`src/mapc_consts.vh`:
```
// Constants for the mixed and always-on pin control block
`ifndef MAPC_CONSTS_VH
`define MAPC_CONSTS_VH
// Port controller register offsets (byte addresses)
`define MAPC_OFS_DATA 12'h000
`define MAPC_OFS_OUT_VALUE 12'h004
`define MAPC_OFS_OE_SET 12'h010
`define MAPC_OFS_OE_CLR 12'h014
// Always-on control register offsets
`define MAPC_OFS_ANALOG_MODE 12'h000
`define MAPC_OFS_MIXED_PULL 12'h004
`define MAPC_OFS_AON_ROUTE 12'h008
`define MAPC_OFS_AON_PULL_DIS 12'h00c
`define MAPC_OFS_WAKE_ENABLE 12'h010
// Register select codes
`define MAPC_SEL_CTRL2 2'h0
`define MAPC_SEL_CTRL3 2'h1
`define MAPC_SEL_AON 2'h2
// Pin counts and bit indices
`define MAPC_MS_PINS 4
`define MAPC_AO_PINS 3
`define MAPC_MS_BIT0 15
`define MAPC_AO_BIT0 15
// Pull register fields
`define MAPC_PULL_DIS_HI 7
`define MAPC_PULL_DIS_LO 4
`define MAPC_PULL_DIR_HI 3
`define MAPC_PULL_DIR_LO 0
// Reset values
`define MAPC_RST_ANALOG_MODE 4'hf
`define MAPC_RST_MIXED_PULL 8'hf0
`define MAPC_RST_AON_ROUTE 6'h00
`define MAPC_RST_AON_PULL_DIS 3'h0
`define MAPC_RST_WAKE_ENABLE 3'h1
`define MAPC_RST_OE 16'h0000
`define MAPC_RST_OUT_VALUE 16'h0000
`endif

```
`src/mapc_sync3.v`:
```
// Three-stage pad input synchroniser with agreement filter
`timescale 1ns/1ns
module mapc_sync3 #(
    parameter W = 16
) (
    // Clock and reset
    input wire i_clk,
    input wire i_rst,
    // Raw and filtered levels
    input wire [W-1:0] i_raw,
    output reg [W-1:0] o_level
);
    reg [W-1:0] stage1;
    reg [W-1:0] stage2;
    reg [W-1:0] stage3;
    genvar g;

    // Stage one feeds only stage two, to keep metastability contained
    always @(posedge i_clk or posedge i_rst) begin
        if (i_rst) begin
            stage1 <= {W{1'b0}};
            stage2 <= {W{1'b0}};
            stage3 <= {W{1'b0}};
        end else begin
            stage1 <= i_raw;
            stage2 <= stage1;
            stage3 <= stage2;
        end
    end

    // Level changes only when stages two and three agree
    generate
        for (g = 0; g < W; g = g + 1) begin : g_bit
            always @(posedge i_clk or posedge i_rst) begin
                if (i_rst) begin
                    o_level[g] <= 1'b0;
                end else if (stage2[g] == stage3[g]) begin
                    o_level[g] <= stage3[g];
                end
            end
        end
    endgenerate
endmodule // mapc_sync3

```
`src/mapc_pin_ctrl.v`:
```
// Pad control for the mixed-signal and always-on pin groups
`timescale 1ns/1ns
`include "mapc_consts.vh"

// Operation
// - Mixed pads reset to analog, pull off
// - Per-pin analog select bit, set by default
// - Mixed pins on third controller, pin0 bit15
// - Set write makes digital mixed pin output
// - Clear write makes input; data reads pad
// - Pull field: disable 7:4, direction 3:0
// - Mixed pull independent of direction
// - Always-on pads reset to input, pull-up
// - Always-on pin0 wake source after reset
// - Two-bit route field, zero means port
// - Nonzero route hands pad to peripheral
// - Always-on pins on second controller, 15/14/13
// - Set write makes port-routed always-on pin output
// - Clear write makes input; data reads pad
// - One pull-disable bit, pull-up only
// - Always-on pull-up independent of direction
module mapc_pin_ctrl (
    // Clock and reset
    input wire i_clk,
    input wire i_rst,
    // Register port
    input wire [1:0] i_sel,
    input wire [11:0] i_addr,
    input wire i_wr,
    input wire i_rd,
    input wire [31:0] i_wdata,
    output reg [31:0] o_rdata,
    // Mixed-signal pads
    input wire [3:0] i_ms_pad,
    output wire [3:0] o_ms_pad,
    output wire [3:0] o_ms_pad_oe_n,
    output wire [3:0] o_ms_analog_en,
    output wire [3:0] o_ms_pull_up,
    output wire [3:0] o_ms_pull_down,
    // Always-on pads
    input wire [2:0] i_ao_pad,
    output wire [2:0] o_ao_pad,
    output wire [2:0] o_ao_pad_oe_n,
    output wire [2:0] o_ao_pull_up,
    output wire [2:0] o_ao_wake_en,
    // Always-on peripheral routing
    output wire [5:0] o_ao_route,
    input wire [2:0] i_periph_out,
    input wire [2:0] i_periph_oe,
    output wire [2:0] o_periph_in
);
    // Port controller state
    reg [15:0] ctrl2_oe;
    reg [15:0] ctrl2_out;
    reg [15:0] ctrl3_oe;
    reg [15:0] ctrl3_out;
    // Always-on configuration
    reg [3:0] analog_mode;
    reg [7:0] mixed_pull;
    reg [5:0] ao_route;
    reg [2:0] ao_pull_dis;
    reg [2:0] wake_enable;
    // Pad sampling
    wire [15:0] ctrl2_raw;
    wire [15:0] ctrl3_raw;
    wire [15:0] ctrl2_data;
    wire [15:0] ctrl3_data;
    wire [2:0] ao_level;
    reg [31:0] next_rdata;
    genvar g;

    wire wr2 = i_wr && (i_sel == `MAPC_SEL_CTRL2);
    wire wr3 = i_wr && (i_sel == `MAPC_SEL_CTRL3);
    wire wra = i_wr && (i_sel == `MAPC_SEL_AON);

    // Direction and output value, per controller; zero bits in set and clear writes leave pins alone
    always @(posedge i_clk or posedge i_rst) begin
        if (i_rst) begin
            ctrl2_oe <= `MAPC_RST_OE;
            ctrl2_out <= `MAPC_RST_OUT_VALUE;
            ctrl3_oe <= `MAPC_RST_OE;
            ctrl3_out <= `MAPC_RST_OUT_VALUE;
        end else begin
            if (wr2 && i_addr == `MAPC_OFS_OE_SET) begin
                ctrl2_oe <= ctrl2_oe | i_wdata[15:0];
            end
            if (wr2 && i_addr == `MAPC_OFS_OE_CLR) begin
                ctrl2_oe <= ctrl2_oe & ~i_wdata[15:0];
            end
            if (wr2 && i_addr == `MAPC_OFS_OUT_VALUE) begin
                ctrl2_out <= i_wdata[15:0];
            end
            if (wr3 && i_addr == `MAPC_OFS_OE_SET) begin
                ctrl3_oe <= ctrl3_oe | i_wdata[15:0];
            end
            if (wr3 && i_addr == `MAPC_OFS_OE_CLR) begin
                ctrl3_oe <= ctrl3_oe & ~i_wdata[15:0];
            end
            if (wr3 && i_addr == `MAPC_OFS_OUT_VALUE) begin
                ctrl3_out <= i_wdata[15:0];
            end
        end
    end

    // Always-on configuration registers
    always @(posedge i_clk or posedge i_rst) begin
        if (i_rst) begin
            analog_mode <= `MAPC_RST_ANALOG_MODE;
            mixed_pull <= `MAPC_RST_MIXED_PULL;
            ao_route <= `MAPC_RST_AON_ROUTE;
            ao_pull_dis <= `MAPC_RST_AON_PULL_DIS;
            wake_enable <= `MAPC_RST_WAKE_ENABLE;
        end else if (wra) begin
            case (i_addr)
                `MAPC_OFS_ANALOG_MODE: analog_mode <= i_wdata[3:0];
                `MAPC_OFS_MIXED_PULL: mixed_pull <= i_wdata[7:0];
                `MAPC_OFS_AON_ROUTE: ao_route <= i_wdata[5:0];
                `MAPC_OFS_AON_PULL_DIS: ao_pull_dis <= i_wdata[2:0];
                `MAPC_OFS_WAKE_ENABLE: wake_enable <= i_wdata[2:0];
                default: ;
            endcase
        end
    end

    // Mixed-signal pads: pin y sits at bit 15-y of the third controller
    generate
        for (g = 0; g < `MAPC_MS_PINS; g = g + 1) begin : g_ms
            localparam integer N = `MAPC_MS_BIT0 - g;
            wire dig = ~analog_mode[g];
            wire dis = mixed_pull[`MAPC_PULL_DIS_LO + g];
            wire dir = mixed_pull[`MAPC_PULL_DIR_LO + g];
            // Analog pins never drive, whatever the controller holds
            assign o_ms_pad_oe_n[g] = ~(dig & ctrl3_oe[N]);
            assign o_ms_pad[g] = ctrl3_out[N];
            assign o_ms_analog_en[g] = analog_mode[g];
            // Pull ignores direction on purpose
            assign o_ms_pull_up[g] = ~dis & ~dir;
            assign o_ms_pull_down[g] = ~dis & dir;
            assign ctrl3_raw[N] = i_ms_pad[g];
        end
        for (g = 0; g < `MAPC_AO_PINS; g = g + 1) begin : g_ao
            localparam integer N = `MAPC_AO_BIT0 - g;
            wire [1:0] rsel = ao_route[2*g+1:2*g];
            wire port = (rsel == 2'h0);
            // Peripheral takes the pad whenever the route is nonzero
            assign o_ao_pad_oe_n[g] = port ? ~ctrl2_oe[N] : ~i_periph_oe[g];
            assign o_ao_pad[g] = port ? ctrl2_out[N] : i_periph_out[g];
            assign o_periph_in[g] = port ? 1'b0 : ao_level[g];
            assign o_ao_pull_up[g] = ~ao_pull_dis[g];
            assign ctrl2_raw[N] = i_ao_pad[g];
            assign ao_level[g] = ctrl2_data[N];
        end
    endgenerate

    // Unused controller bits read low
    assign ctrl3_raw[15-`MAPC_MS_PINS:0] = {(16-`MAPC_MS_PINS){1'b0}};
    assign ctrl2_raw[15-`MAPC_AO_PINS:0] = {(16-`MAPC_AO_PINS){1'b0}};
    assign o_ao_route = ao_route;
    assign o_ao_wake_en = wake_enable;

    // Pads are asynchronous; sample every pin even when driving
    mapc_sync3 #(.W(32)) u_sync (
        .i_clk(i_clk),
        .i_rst(i_rst),
        .i_raw({ctrl3_raw, ctrl2_raw}),
        .o_level({ctrl3_data, ctrl2_data})
    );

    // Read mux
    always @* begin
        next_rdata = 32'h00000000;
        case (i_sel)
            `MAPC_SEL_CTRL2, `MAPC_SEL_CTRL3: begin
                case (i_addr)
                    `MAPC_OFS_DATA: next_rdata[15:0] =
                        (i_sel == `MAPC_SEL_CTRL2) ? ctrl2_data : ctrl3_data;
                    `MAPC_OFS_OUT_VALUE: next_rdata[15:0] =
                        (i_sel == `MAPC_SEL_CTRL2) ? ctrl2_out : ctrl3_out;
                    `MAPC_OFS_OE_SET, `MAPC_OFS_OE_CLR: next_rdata[15:0] =
                        (i_sel == `MAPC_SEL_CTRL2) ? ctrl2_oe : ctrl3_oe;
                    default: next_rdata = 32'h00000000;
                endcase
            end
            `MAPC_SEL_AON: begin
                case (i_addr)
                    `MAPC_OFS_ANALOG_MODE: next_rdata[3:0] = analog_mode;
                    `MAPC_OFS_MIXED_PULL: next_rdata[7:0] = mixed_pull;
                    `MAPC_OFS_AON_ROUTE: next_rdata[5:0] = ao_route;
                    `MAPC_OFS_AON_PULL_DIS: next_rdata[2:0] = ao_pull_dis;
                    `MAPC_OFS_WAKE_ENABLE: next_rdata[2:0] = wake_enable;
                    default: next_rdata = 32'h00000000;
                endcase
            end
            default: next_rdata = 32'h00000000;
        endcase
    end

    // Registered read data, taken on the read strobe
    always @(posedge i_clk or posedge i_rst) begin
        if (i_rst) begin
            o_rdata <= 32'h00000000;
        end else if (i_rd) begin
            o_rdata <= next_rdata;
        end
    end
endmodule // mapc_pin_ctrl

```
`config.mk`:
```
export PLATFORM = sky130hd
export DESIGN_NAME = mapc_pin_ctrl
export DESIGN_NICKNAME = d
export VERILOG_FILES = /design/src/mapc_sync3.v /design/src/mapc_pin_ctrl.v
export VERILOG_INCLUDE_DIRS = /design/src
export SDC_FILE = /design/constraint.sdc
export NUM_CORES = 1
export LEC_CHECK = 0
export ABC_AREA = 1
export ABC_CLOCK_PERIOD_IN_PS = 4380
export BUFFER_PORTS_ARGS = -buffer_cell sky130_fd_sc_hd__buf_2
export CAP_MARGIN = 40
export CORE_MARGIN = 1.5
export CORE_UTILIZATION = 55
export CTS_CLUSTER_DIAMETER = 200
export CTS_CLUSTER_SIZE = 14
export DETAILED_ROUTE_END_ITERATION = 10
export PLACE_DENSITY_LB_ADDON = 0.25
export SLEW_MARGIN = 40
export SYNTH_ARGS = -nofsm -noshare
export SYNTH_HDL_FRONTEND = slang
export SYNTH_SLANG_ARGS = --single-unit
```
`constraint.sdc`:
```
create_clock -name i_clk -period 4.38 [get_ports i_clk]
set_clock_uncertainty 0.15 [all_clocks]
set_input_delay 0.219 -clock i_clk [delete_from_list [all_inputs] [get_ports i_clk]]
set_output_delay 0.219 -clock i_clk [all_outputs]
set_load 0.05 [all_outputs]
```
==> flow_results.xml, run 1 <==
<?xml version="1.0" encoding="UTF-8"?>
<metrics>
  <group name="timing">
    <metric name="maxSlewHeadroom" unit="">0.538</metric>
    <metric name="hold_violations" unit="">0</metric>
    <metric name="report.final.setup_viol" unit="">0</metric>
    <metric name="timing.setup.tns" unit="ns">0</metric>
    <metric name="layout_worst_path_cycle_share" unit="">0.535</metric>
    <metric name="finalWorstPathRequiredPeriod" unit="ns">2.34</metric>
    <metric name="grt_setup_unrepaired" unit="">false</metric>
    <metric name="clock.fmax" unit="MHz">427</metric>
    <metric name="slew_violations" unit="">0</metric>
    <metric name="timing_worst_slew_pin_value" unit="ns">0.693</metric>
  </group>
  <group name="pwr">
    <metric name="worst_ir_drop_vdd" unit="mV">0.239</metric>
    <metric name="power.static_leakage" unit="nW">3.95</metric>
    <metric name="design_power_total" unit="mW">2.96</metric>
    <metric name="power-per-cell-area" unit="nW/um2">381</metric>
  </group>
  <group name="global_routing">
    <metric name="grt_pass1_wl" unit="um">27600</metric>
    <metric name="largest_net_degree_at_the_start_of_global_routing" unit="">57</metric>
    <metric name="global_route.usage.total" unit="">0.283</metric>
    <metric name="initial_antenna_violation_count" unit="">0</metric>
    <metric name="first_global_vias" unit="">5496</metric>
    <metric name="grt_remaining_overflow" unit="">0</metric>
  </group>
  <group name="hold_path">
    <metric name="min-delay-path-class" unit="">input pin to flip-flop</metric>
  </group>
  <group name="place">
    <metric name="place.gp.congestion" unit="">0.916</metric>
    <metric name="io_buffer_count" unit="">103</metric>
    <metric name="placedInstanceArea" unit="um2">6910</metric>
    <metric name="hpwl" unit="um">10800</metric>
  </group>
  <group name="routing">
    <metric name="vias" unit="">5575</metric>
    <metric name="postRouteWirelength" unit="um">16700</metric>
    <metric name="drt-pass1-iter-count" unit="">5</metric>
    <metric name="routedWlPerCell" unit="um">16.0</metric>
    <metric name="drt_iter0_drc" unit="">617</metric>
    <metric name="post_drt_via_cell_ratio" unit="">5.33</metric>
    <metric name="drt_drc_violations_left" unit="">0</metric>
    <metric name="postRouteAntennaNets" unit="">0</metric>
  </group>
  <group name="logic_synthesis">
    <metric name="synthFlopType" unit="">sky130_fd_sc_hd__dfrtp_1</metric>
    <metric name="synth_top_cells_by_area" unit="">sky130_fd_sc_hd__dfrtp_1 48%, sky130_fd_sc_hd__nand2_1 18%, sky130_fd_sc_hd__o21ai_1 4.1%, sky130_fd_sc_hd__dfstp_2 3.7%, sky130_fd_sc_hd__nand3_1 3.5%</metric>
    <metric name="synthesis.area" unit="um2">6440</metric>
    <metric name="yosysWarnings" unit="">0</metric>
    <metric name="synth.ff_latch_count" unit="">132</metric>
    <metric name="yosysSeqAreaShare" unit="">0.514</metric>
    <metric name="synth_top_area_frac" unit="">0.478</metric>
    <metric name="synth_async_sr_flop_share" unit="">1.00</metric>
    <metric name="synthesis.instances" unit="">771</metric>
    <metric name="synth.lib_cells_used.distinct" unit="">41</metric>
    <metric name="synthesis.area_per_instance" unit="um2">8.36</metric>
    <metric name="synth_enable_flop_cells" unit="">0</metric>
    <metric name="synth.largest_area_cell" unit="">sky130_fd_sc_hd__dfrtp_1</metric>
  </group>
  <group name="critical_path">
    <metric name="critical_path_required" unit="ns">4.01</metric>
    <metric name="crit_path_max_fanout" unit="">4</metric>
    <metric name="timing.setup.critical_path_class" unit="">flip-flop to primary output</metric>
    <metric name="timing.critical_path.from_type" unit="">flip-flop</metric>
    <metric name="arrival" unit="ns">1.98</metric>
    <metric name="kind_of_end_point_of_the_critical_path" unit="">primary output</metric>
  </group>
  <group name="outcome">
    <metric name="status" unit="">finished clean</metric>
  </group>
  <group name="cts">
    <metric name="post_cts_resize_count" unit="">0</metric>
    <metric name="clock_tree_from_tritoncts" unit="">yes</metric>
    <metric name="maximum_number_of_buffers_from_clock_root_to_sink" unit="">2</metric>
    <metric name="worstSkewPairLatency" unit="ns">0.42</metric>
    <metric name="cts-buffers-inserted" unit="">17</metric>
    <metric name="clock_tree.htree_level_count" unit="">4</metric>
    <metric name="clkSlewWorstSetupHoldPaths" unit="ns">0.06</metric>
    <metric name="clockRootBuffer" unit="">sky130_fd_sc_hd__clkbuf_16</metric>
    <metric name="cts-hold-fix-buffers" unit="">24</metric>
    <metric name="number_of_setup_buffers_added_after_cts" unit="">0</metric>
    <metric name="cts.sink_count" unit="">132</metric>
  </group>
  <group name="floorplan">
    <metric name="start_util" unit="">0.564</metric>
    <metric name="io_pins" unit="">136</metric>
    <metric name="core_area" unit="um2">11400</metric>
    <metric name="die_width" unit="um">111</metric>
    <metric name="floorplan.rows" unit="">39</metric>
    <metric name="die-height" unit="um">111</metric>
    <metric name="floorplan.die_area" unit="um2">12400</metric>
  </group>
  <group name="final_layout">
    <metric name="num-fill-cells" unit="">891</metric>
    <metric name="post-route-util" unit="">0.682</metric>
    <metric name="layout.cells.most_common" unit="">sky130_fd_sc_hd__nand2_1</metric>
    <metric name="drive_above_1_share" unit="">0.223</metric>
    <metric name="final_nets" unit="">954</metric>
    <metric name="syn2layout_area_growth" unit="%">20.9</metric>
    <metric name="inserted_diodes" unit="">0</metric>
    <metric name="layout.cells.most_common_list" unit="">305 x sky130_fd_sc_hd__nand2_1, 123 x sky130_fd_sc_hd__dfrtp_1, 103 x sky130_fd_sc_hd__buf_2, 53 x sky130_fd_sc_hd__o21ai_1, 46 x sky130_fd_sc_hd__inv_1</metric>
    <metric name="finalInstanceArea" unit="um2">7790</metric>
  </group>
  <group name="run">
    <metric name="max_cap_viol_count" unit="">0</metric>
  </group>
</metrics>
metrics by stage:
stage,instances,hold slack [ns],setup WS [ns]
5_1_grt,1046,0.0511,2.03
3_5_place_dp,991,0.179,2.12
3_3_place_gp,990,0.177,2.04
4_1_cts,1046,0.0294,2.08
6_report,1046,0.0473,2.04
2_1_floorplan,786,0.100,0.500
cell usage after synthesis (all sizes together), types with 2 or more instances:
| library cell | count |
|---|---|
| nand2 | 312 |
| dfrtp | 123 |
| o21ai | 86 |
| nand3 | 59 |
| inv | 56 |
| buf | 42 |
| nor2 | 39 |
| a21oi | 12 |
| dfstp | 9 |
| maj3 | 7 |
| mux2i | 6 |
| clkbuf | 3 |
| mux2 | 3 |
| or2 | 3 |
| clkinv | 2 |
| nand4 | 2 |
| o21bai | 2 |
path summary, 6_finish.rpt:
check                                  startpoint  slack, ns  cells past startpoint                 to
worst max-delay path                o_ao_route[5]       2.04                      3        o_ao_pad[2]
worst max register to register       ctrl2_out[3]       3.15                      8         o_rdata[3]
max in group asynchronous                   i_rst       2.77                      4      mixed_pull[5]
min in group asynchronous                   i_rst       0.33                      3  u_sync.stage2[14]
worst min register to register  u_sync.stage1[28]       0.20                      0  u_sync.stage2[28]
worst min-delay path                     i_sel[1]       0.05                      4         o_rdata[3]
area by class of cell:
class / instances / area [um2] / share of cell area
timing repair buffer: 131 / 793 / 0.102
clock inverter: 11 / 175 / 0.0225
sequential: 132 / 3310 / 0.426
inverter: 58 / 224 / 0.0288
clock buffer: 20 / 467 / 0.0599
tap: 143 / 179 / 0.0230
multi-input combinational: 551 / 2640 / 0.338
where the power goes:
group / total [mW] / internal (mW) / leakage [nW] / switching (mW)
Combinational: 0.181 / 0.0484 / 1.90 / 0.133
Sequential: 1.25 / 1.24 / 1.74 / 0.0101
Clock: 1.53 / 0.998 / 0.309 / 0.535
layer usage:
layer	wire length, um	GRT usage	vias to the layer above	part of all wire
met3	1260	0.0634	33	0.075
met1	7090	0.373	2653	0.42
met2	8030	0.463	231	0.48
li1	-	-	2658	-
met5	0	0	-	0
met4	347	0.102	0	0.021
critical path, cell delays in order (launching register included):
cell and delay, ns:
sky130_fd_sc_hd__dfrtp_1 0.41, sky130_fd_sc_hd__nor2_1 0.49, sky130_fd_sc_hd__mux2_2 0.44, sky130_fd_sc_hd__buf_2 0.22
cells by family (layout without fill, tap and decap cells):
kind of cell / after synthesis / after routing / synth area share
AND/OR/NAND/NOR: 417 / 417 / 0.290
flip-flops: 132 / 132 / 0.514
buffers and inverters: 103 / 220 / 0.0852
AO/OA/AOI/OAI: 102 / 102 / 0.0841
multiplexers: 9 / 9 / 0.0146
adder cells (fa/ha/maj): 7 / 7 / 0.0109
other: 1 / 16 / 0.000582
No activity file was read; power rests on OpenSTA's default activity.
==> run 2: changes to the inputs <==
Settings changed: ABC_CLOCK_PERIOD_IN_PS 4380 to 1960, CORE_UTILIZATION 55 to 50.
Clock period 4.38 ns to 1.96 ns, I/O delays scaled along.
==> run 2 against run 1 <==
Net effect: core utilization shrank 4.5 points; clock-buffer cell count grew 1; cell count grew 4.9%; worst setup slack lost 2.0 ns; via count shrank 1.1%; critical endpoint unchanged.
==> flow_results.xml, run 2 (synthesis results as in run 1) <==
<?xml version="1.0" encoding="UTF-8"?>
<metrics>
  <group name="outcome">
    <metric name="status" unit="">finished clean</metric>
  </group>
  <group name="cts">
    <metric name="cts-buffers-inserted" unit="">17</metric>
    <metric name="clockRootBuffer" unit="">sky130_fd_sc_hd__clkbuf_16</metric>
    <metric name="cts.sink_count" unit="">132</metric>
    <metric name="clkSlewWorstSetupHoldPaths" unit="ns">0.06</metric>
    <metric name="maximum_number_of_buffers_from_clock_root_to_sink" unit="">2</metric>
    <metric name="clock_tree_from_tritoncts" unit="">yes</metric>
    <metric name="worstSkewPairLatency" unit="ns">0.42</metric>
    <metric name="clock_tree.htree_level_count" unit="">4</metric>
  </group>
  <group name="critical_path">
    <metric name="crit_path_max_fanout" unit="">4</metric>
    <metric name="critical_path_required" unit="ns">1.71</metric>
    <metric name="worst_path_dominant_cell_family" unit="">flip-flops</metric>
    <metric name="max_stage_delay" unit="ns">0.42</metric>
    <metric name="cp_cell_sequence" unit="">nor2_1 -&gt; buf_4 -&gt; mux2_2 -&gt; buf_4</metric>
    <metric name="timing.critical_path.from" unit="">o_ao_route[4]</metric>
    <metric name="timing.setup.critical_path_class" unit="">flip-flop to primary output</metric>
    <metric name="critPathBufInv" unit="">2</metric>
    <metric name="kind_of_end_point_of_the_critical_path" unit="">primary output</metric>
    <metric name="reg2reg_from" unit="">o_ms_analog_en[3]</metric>
    <metric name="arrival" unit="ns">1.65</metric>
    <metric name="crit_path_frequent_cell" unit="">sky130_fd_sc_hd__buf_4</metric>
    <metric name="critical_path.slowest_cell" unit="">sky130_fd_sc_hd__dfrtp_1</metric>
    <metric name="timing.critical_path.from_type" unit="">flip-flop</metric>
  </group>
  <group name="global_routing">
    <metric name="first_global_vias" unit="">5274</metric>
    <metric name="global_route.usage.total" unit="">0.262</metric>
    <metric name="largest_net_degree_at_the_start_of_global_routing" unit="">131</metric>
    <metric name="grt_remaining_overflow" unit="">0</metric>
    <metric name="initial_antenna_violation_count" unit="">0</metric>
    <metric name="grt_pass1_wl" unit="um">26700</metric>
  </group>
  <group name="final_layout">
    <metric name="num-fill-cells" unit="">1087</metric>
    <metric name="final_nets" unit="">974</metric>
    <metric name="syn2layout_area_growth" unit="%">24.8</metric>
    <metric name="multi_input_comb_area" unit="um2">2660</metric>
    <metric name="layout.cells.most_common_list" unit="">305 x sky130_fd_sc_hd__nand2_1, 123 x sky130_fd_sc_hd__dfrtp_1, 102 x sky130_fd_sc_hd__buf_2, 53 x sky130_fd_sc_hd__o21ai_1, 46 x sky130_fd_sc_hd__inv_1</metric>
    <metric name="layout.cells.most_common" unit="">sky130_fd_sc_hd__nand2_1</metric>
    <metric name="seqCellArea" unit="um2">3310</metric>
    <metric name="finalInstanceArea" unit="um2">8040</metric>
    <metric name="drive_above_1_share" unit="">0.240</metric>
  </group>
  <group name="floorplan">
    <metric name="floorplan.rows" unit="">41</metric>
    <metric name="die_width" unit="um">117</metric>
    <metric name="core_area" unit="um2">12600</metric>
    <metric name="floorplan.die_area" unit="um2">13600</metric>
    <metric name="io_pins" unit="">136</metric>
    <metric name="start_util" unit="">0.511</metric>
    <metric name="die-height" unit="um">117</metric>
  </group>
  <group name="routing">
    <metric name="post_drt_via_cell_ratio" unit="">5.02</metric>
    <metric name="drt_drc_violations_left" unit="">0</metric>
    <metric name="postRouteAntennaNets" unit="">0</metric>
    <metric name="postRouteWirelength" unit="um">16400</metric>
    <metric name="drt_iter0_drc" unit="">426</metric>
    <metric name="routedWlPerCell" unit="um">14.9</metric>
    <metric name="drt-pass1-iter-count" unit="">5</metric>
    <metric name="vias" unit="">5511</metric>
  </group>
  <group name="pwr">
    <metric name="swShare" unit="">0.232</metric>
    <metric name="design_power_total" unit="mW">6.55</metric>
    <metric name="p_seq_frac" unit="">0.426</metric>
    <metric name="worst_ir_drop_vdd" unit="mV">0.478</metric>
    <metric name="cellInternalPower" unit="mW">5.03</metric>
    <metric name="power_switching" unit="mW">1.52</metric>
    <metric name="power-per-cell-area" unit="nW/um2">814</metric>
    <metric name="comb_power_share" unit="">0.065</metric>
    <metric name="power.static_leakage" unit="nW">4.04</metric>
    <metric name="power.share.clock" unit="">0.509</metric>
  </group>
  <group name="timing">
    <metric name="timing_worst_slew_pin_value" unit="ns">0.761</metric>
    <metric name="report.final.setup_viol" unit="">0</metric>
    <metric name="clock.fmax" unit="MHz">528</metric>
    <metric name="maxSlewHeadroom" unit="">0.492</metric>
    <metric name="finalWorstPathRequiredPeriod" unit="ns">1.89</metric>
    <metric name="hold_violations" unit="">0</metric>
    <metric name="slew_violations" unit="">0</metric>
    <metric name="layout_worst_path_cycle_share" unit="">0.967</metric>
  </group>
  <group name="place">
    <metric name="place.gp.congestion" unit="">0.900</metric>
    <metric name="placedInstanceArea" unit="um2">7110</metric>
    <metric name="io_buffer_count" unit="">103</metric>
    <metric name="hpwl" unit="um">10900</metric>
  </group>
  <group name="hold_path">
    <metric name="min-delay-path-class" unit="">input pin to flip-flop</metric>
    <metric name="hold_path.startpoint" unit="">i_addr[6]</metric>
  </group>
  <group name="run">
    <metric name="max_cap_viol_count" unit="">0</metric>
  </group>
</metrics>
[run 2: cell count changes in the layout (fill, tap and decap cells not counted), sizes merged]
cell         change
buf             +16
diode            +1
bufinv           -1
clkinv           +2
inv              -2
clkbuf           +1
clkinvlp         +1
dlygate4sd3      +4
[run 2: area by class of cell]
type	instances	share of cell area
clock inverters	11	0.0187
multi-input cells	551	0.330
clock buffers	21	0.0597
well taps	172	0.0268
flip-flops and latches	132	0.412
diodes	1	0.000311
inverters	58	0.0280
repair buffers	151	0.124
[run 2: worst min-delay path, cell delays in order]
cell and delay, ns:
sky130_fd_sc_hd__buf_2 0.08, sky130_fd_sc_hd__nor2_2 0.04, sky130_fd_sc_hd__inv_2 0.08, sky130_fd_sc_hd__nor2_8 0.06, sky130_fd_sc_hd__nand3_1 0.16, sky130_fd_sc_hd__o21ai_0 0.10
[run 2: path summary, 6_finish.rpt]
path | to | slack, ns | cells after the start
max reg2reg | o_rdata[3] | 0.74 | 6
min reg2reg | u_sync.stage2[13] | 0.20 | 0
min | o_ao_wake_en[0] | 0.06 | 6
min in group asynchronous | u_sync.stage3[15] | 0.55 | 4
max | o_ao_pad[2] | 0.07 | 4
max in group asynchronous | o_rdata[14] | 0.20 | 5
[run 2: timing repair]
item,4_1_cts,5_1_grt
endpoints found under the hold margin,211,0
endpoints found under the setup margin,3,3
hold buffers,28,0
resized for setup,2,3
cloned,0,0
setup buffers,0,1
[run 2: routing by layer]
metal / track usage / routed length (um) / vias to the layer above
met4: 0.115 / 374 / 0
met3: 0.0607 / 1060 / 33
met2: 0.409 / 7490 / 211
met5: 0 / 0 / -
li1: - / - / 2700
met1: 0.353 / 7470 / 2567
[run 2: power groups by stage]
stage	sequential [mW]	combinational, mW	clock [mW]
2_1_floorplan	2.85	0.251	0
3_3_place_gp	2.84	0.378	0
3_5_place_dp	2.84	0.384	0
4_1_cts	2.79	0.427	3.36
5_1_grt	2.80	0.466	3.49
6_report	2.79	0.426	3.33
[run 2: through the flow]
stage / util / hold slack [ns] / setup TNS, ns / instances / setup WS [ns]
3_5_place_dp: 0.563 / -0.159 / 0 / 1035 / 0.228
4_1_cts: 0.636 / 0.0544 / 0 / 1095 / 0.0112
6_report: 0.637 / 0.0610 / 0 / 1097 / 0.0653
3_3_place_gp: 0.563 / -0.166 / 0 / 1035 / 0.286
2_1_floorplan: - / -0.0206 / 0 / 786 / 0.0822
5_1_grt: 0.637 / 0.116 / -0.00195 / 1096 / -0.00195
==> run 3: changes to the inputs <==
Settings changed: CELL_PAD_IN_SITES_DETAIL_PLACEMENT set to 1, CELL_PAD_IN_SITES_GLOBAL_PLACEMENT set to 1, CORE_UTILIZATION 50 to 37.
==> run 3 against run 2 <==
Net effect: first-iteration DRC count shrank 28%; register-to-register slack got worse by 0.06 ns; sequential share of layout area down 0.69 points; non-clock buffer count is 6 higher; clock power about the same; wire length up 16%; total power grew 0.17%; die area grew 34%; worst setup slack worse by 0.034 ns; critical path depth unchanged; clock-buffer cell count down 3; fmax shrank 1.7%; largest power group unchanged.
==> flow_results.xml, run 3 (synthesis results as in run 1) <==
<?xml version="1.0" encoding="UTF-8"?>
<metrics>
  <group name="timing">
    <metric name="grt_setup_unrepaired" unit="">false</metric>
    <metric name="report.final.setup_viol" unit="">0</metric>
    <metric name="hold_violations" unit="">0</metric>
    <metric name="slew_violations" unit="">0</metric>
    <metric name="layout_worst_path_cycle_share" unit="">0.984</metric>
    <metric name="final_critical_path_setup_slack" unit="ns">0.0316</metric>
    <metric name="timing.setup.tns" unit="ns">0</metric>
    <metric name="final.hold.worst_slack" unit="ns">0.0781</metric>
    <metric name="clock.fmax" unit="MHz">519</metric>
    <metric name="finalWorstPathRequiredPeriod" unit="ns">1.93</metric>
  </group>
  <group name="pwr">
    <metric name="power-per-cell-area" unit="nW/um2">802</metric>
    <metric name="swShare" unit="">0.234</metric>
    <metric name="power_switching" unit="mW">1.54</metric>
    <metric name="worst_ir_drop_vdd" unit="mV">0.583</metric>
    <metric name="cellInternalPower" unit="mW">5.03</metric>
    <metric name="p_seq_frac" unit="">0.426</metric>
    <metric name="comb_power_share" unit="">0.068</metric>
    <metric name="power.static_leakage" unit="nW">4.08</metric>
    <metric name="power.share.clock" unit="">0.507</metric>
  </group>
  <group name="floorplan">
    <metric name="die_width" unit="um">135</metric>
    <metric name="floorplan.die_area" unit="um2">18200</metric>
    <metric name="die-height" unit="um">135</metric>
    <metric name="floorplan.rows" unit="">48</metric>
    <metric name="core_area" unit="um2">17200</metric>
    <metric name="io_pins" unit="">136</metric>
    <metric name="start_util" unit="">0.375</metric>
  </group>
  <group name="cts">
    <metric name="worstSkewPairLatency" unit="ns">0.42</metric>
    <metric name="clkSlewWorstSetupHoldPaths" unit="ns">0.05</metric>
    <metric name="clockRootBuffer" unit="">sky130_fd_sc_hd__clkbuf_16</metric>
    <metric name="clock_tree_from_tritoncts" unit="">yes</metric>
    <metric name="clock_tree.htree_level_count" unit="">4</metric>
    <metric name="cts.sink_count" unit="">132</metric>
    <metric name="cts-buffers-inserted" unit="">17</metric>
    <metric name="maximum_number_of_buffers_from_clock_root_to_sink" unit="">2</metric>
  </group>
  <group name="critical_path">
    <metric name="timing.critical_path.from_type" unit="">flip-flop</metric>
    <metric name="critical_path_required" unit="ns">1.71</metric>
    <metric name="kind_of_end_point_of_the_critical_path" unit="">primary output</metric>
    <metric name="arrival" unit="ns">1.68</metric>
    <metric name="crit_path_max_fanout" unit="">4</metric>
    <metric name="timing.setup.critical_path_class" unit="">flip-flop to primary output</metric>
  </group>
  <group name="hold_path">
    <metric name="min-delay-path-class" unit="">input pin to flip-flop</metric>
  </group>
  <group name="place">
    <metric name="minimum_setup_slack_after_placement" unit="ns">0.207</metric>
    <metric name="place.gp.congestion" unit="">0.821</metric>
    <metric name="placed_cells" unit="">1094</metric>
    <metric name="io_buffer_count" unit="">103</metric>
    <metric name="hpwl" unit="um">13600</metric>
  </group>
  <group name="final_layout">
    <metric name="layout.cells.most_common" unit="">sky130_fd_sc_hd__nand2_1</metric>
    <metric name="drive_above_1_share" unit="">0.244</metric>
    <metric name="instances_no_fill" unit="">1154</metric>
    <metric name="syn2layout_area_growth" unit="%">27.0</metric>
    <metric name="final_nets" unit="">980</metric>
    <metric name="layout.cells.most_common_list" unit="">305 x sky130_fd_sc_hd__nand2_1, 123 x sky130_fd_sc_hd__dfrtp_1, 103 x sky130_fd_sc_hd__buf_2, 53 x sky130_fd_sc_hd__o21ai_1, 46 x sky130_fd_sc_hd__inv_1</metric>
    <metric name="num-fill-cells" unit="">2114</metric>
    <metric name="inserted_diodes" unit="">0</metric>
  </group>
  <group name="routing">
    <metric name="vias" unit="">5541</metric>
    <metric name="postRouteWirelength" unit="um">19000</metric>
    <metric name="post_drt_via_cell_ratio" unit="">4.80</metric>
    <metric name="postRouteAntennaNets" unit="">0</metric>
    <metric name="drt-pass1-iter-count" unit="">4</metric>
    <metric name="routedWlPerCell" unit="um">16.5</metric>
    <metric name="drt_iter0_drc" unit="">305</metric>
    <metric name="drt_drc_violations_left" unit="">0</metric>
  </group>
  <group name="global_routing">
    <metric name="global_route.usage.total" unit="">0.221</metric>
    <metric name="largest_net_degree_at_the_start_of_global_routing" unit="">49</metric>
    <metric name="first_global_vias" unit="">5605</metric>
    <metric name="grt_pass1_wl" unit="um">30400</metric>
    <metric name="initial_antenna_violation_count" unit="">0</metric>
    <metric name="grt_remaining_overflow" unit="">0</metric>
  </group>
  <group name="run">
    <metric name="max_cap_viol_count" unit="">0</metric>
  </group>
  <group name="outcome">
    <metric name="status" unit="">finished clean</metric>
  </group>
</metrics>
-- run 3: changes by cell type in the layout (fill, tap and decap cells not counted) --
cell | previous run | this run
sky130_fd_sc_hd__inv_6 | 0 | 1
sky130_fd_sc_hd__buf_2 | 102 | 103
sky130_fd_sc_hd__clkbuf_8 | 4 | 0
sky130_fd_sc_hd__bufinv_16 | 3 | 4
sky130_fd_sc_hd__dlygate4sd3_1 | 28 | 27
sky130_fd_sc_hd__buf_12 | 4 | 8
sky130_fd_sc_hd__buf_4 | 17 | 19
sky130_fd_sc_hd__clkinvlp_4 | 3 | 4
sky130_fd_sc_hd__diode_2 | 1 | 0
sky130_fd_sc_hd__clkinv_2 | 3 | 4
sky130_fd_sc_hd__clkbuf_1 | 0 | 1
sky130_fd_sc_hd__clkinv_4 | 4 | 2
-- run 3: final cells by class --
type | count | area [um2] | area share
Sequential cell | 132 | 3310 | 0.405
Clock inverter | 13 | 184 | 0.0225
Tap cell | 225 | 282 | 0.0344
Inverter | 58 | 225 | 0.0275
Timing Repair Buffer | 157 | 1090 | 0.133
Multi-Input combinational cell | 551 | 2660 | 0.325
Clock buffer | 18 | 429 | 0.0525
-- run 3: routing by layer --
metal	vias to the layer above	wire (um)	track usage
met2	110	8980	0.360
met5	-	0	0
met1	2713	9140	0.301
met3	15	666	0.0398
li1	2703	-	-
met4	0	248	0.0675
-- run 3: repair_timing --
| item | 4_1_cts | 5_1_grt |
|---|---|---|
| resized for setup | 3 | 0 |
| endpoints found under the hold margin | 208 | 0 |
| pin swaps | 0 | 1 |
| hold buffers | 27 | 0 |
| setup endpoints to repair | 3 | 1 |
| buffers inserted | 0 | 2 |
-- run 3: worst max-delay path, cell delays in order, from the launching register on --
cell	delay, ns
sky130_fd_sc_hd__dfrtp_1	0.41
sky130_fd_sc_hd__nor2_1	0.11
sky130_fd_sc_hd__buf_4	0.18
sky130_fd_sc_hd__mux2_2	0.34
sky130_fd_sc_hd__buf_2	0.21
-- run 3: path summary, 6_finish.rpt --
| path | from | end | slack [ns] | depth (start not counted) |
|---|---|---|---|---|
| min in group asynchronous | i_rst | u_sync.o_level[15] | 0.10 | 3 |
| max | o_ao_route[5] | o_ao_pad[2] | 0.03 | 4 |
| min | i_wr | ctrl2_out[4] | 0.08 | 4 |
| max in group asynchronous | i_rst | o_ms_analog_en[1] | 0.92 | 4 |
| min reg2reg | u_sync.stage1[29] | u_sync.stage2[29] | 0.20 | 0 |
| max reg2reg | mixed_pull[0] | o_rdata[0] | 0.68 | 6 |
-- run 3: stage by stage --
step,total power [mW],instance area (um2),utilization
finish,6.56,8180,0.476
global route,6.77,8180,0.476
CTS,6.62,8170,0.475
detailed placement,3.25,7270,0.423
global placement,3.24,7270,0.423
floorplan,3.10,6520,-
-- run 3: power groups by stage --
stage               Clock (mW)  Sequential, mW  Combinational (mW)
detailed placement           0            2.84               0.406
CTS                       3.38            2.79               0.449
global placement             0            2.84               0.401
finish                    3.32            2.79               0.444
floorplan                    0            2.85               0.251
global route              3.49            2.80               0.487
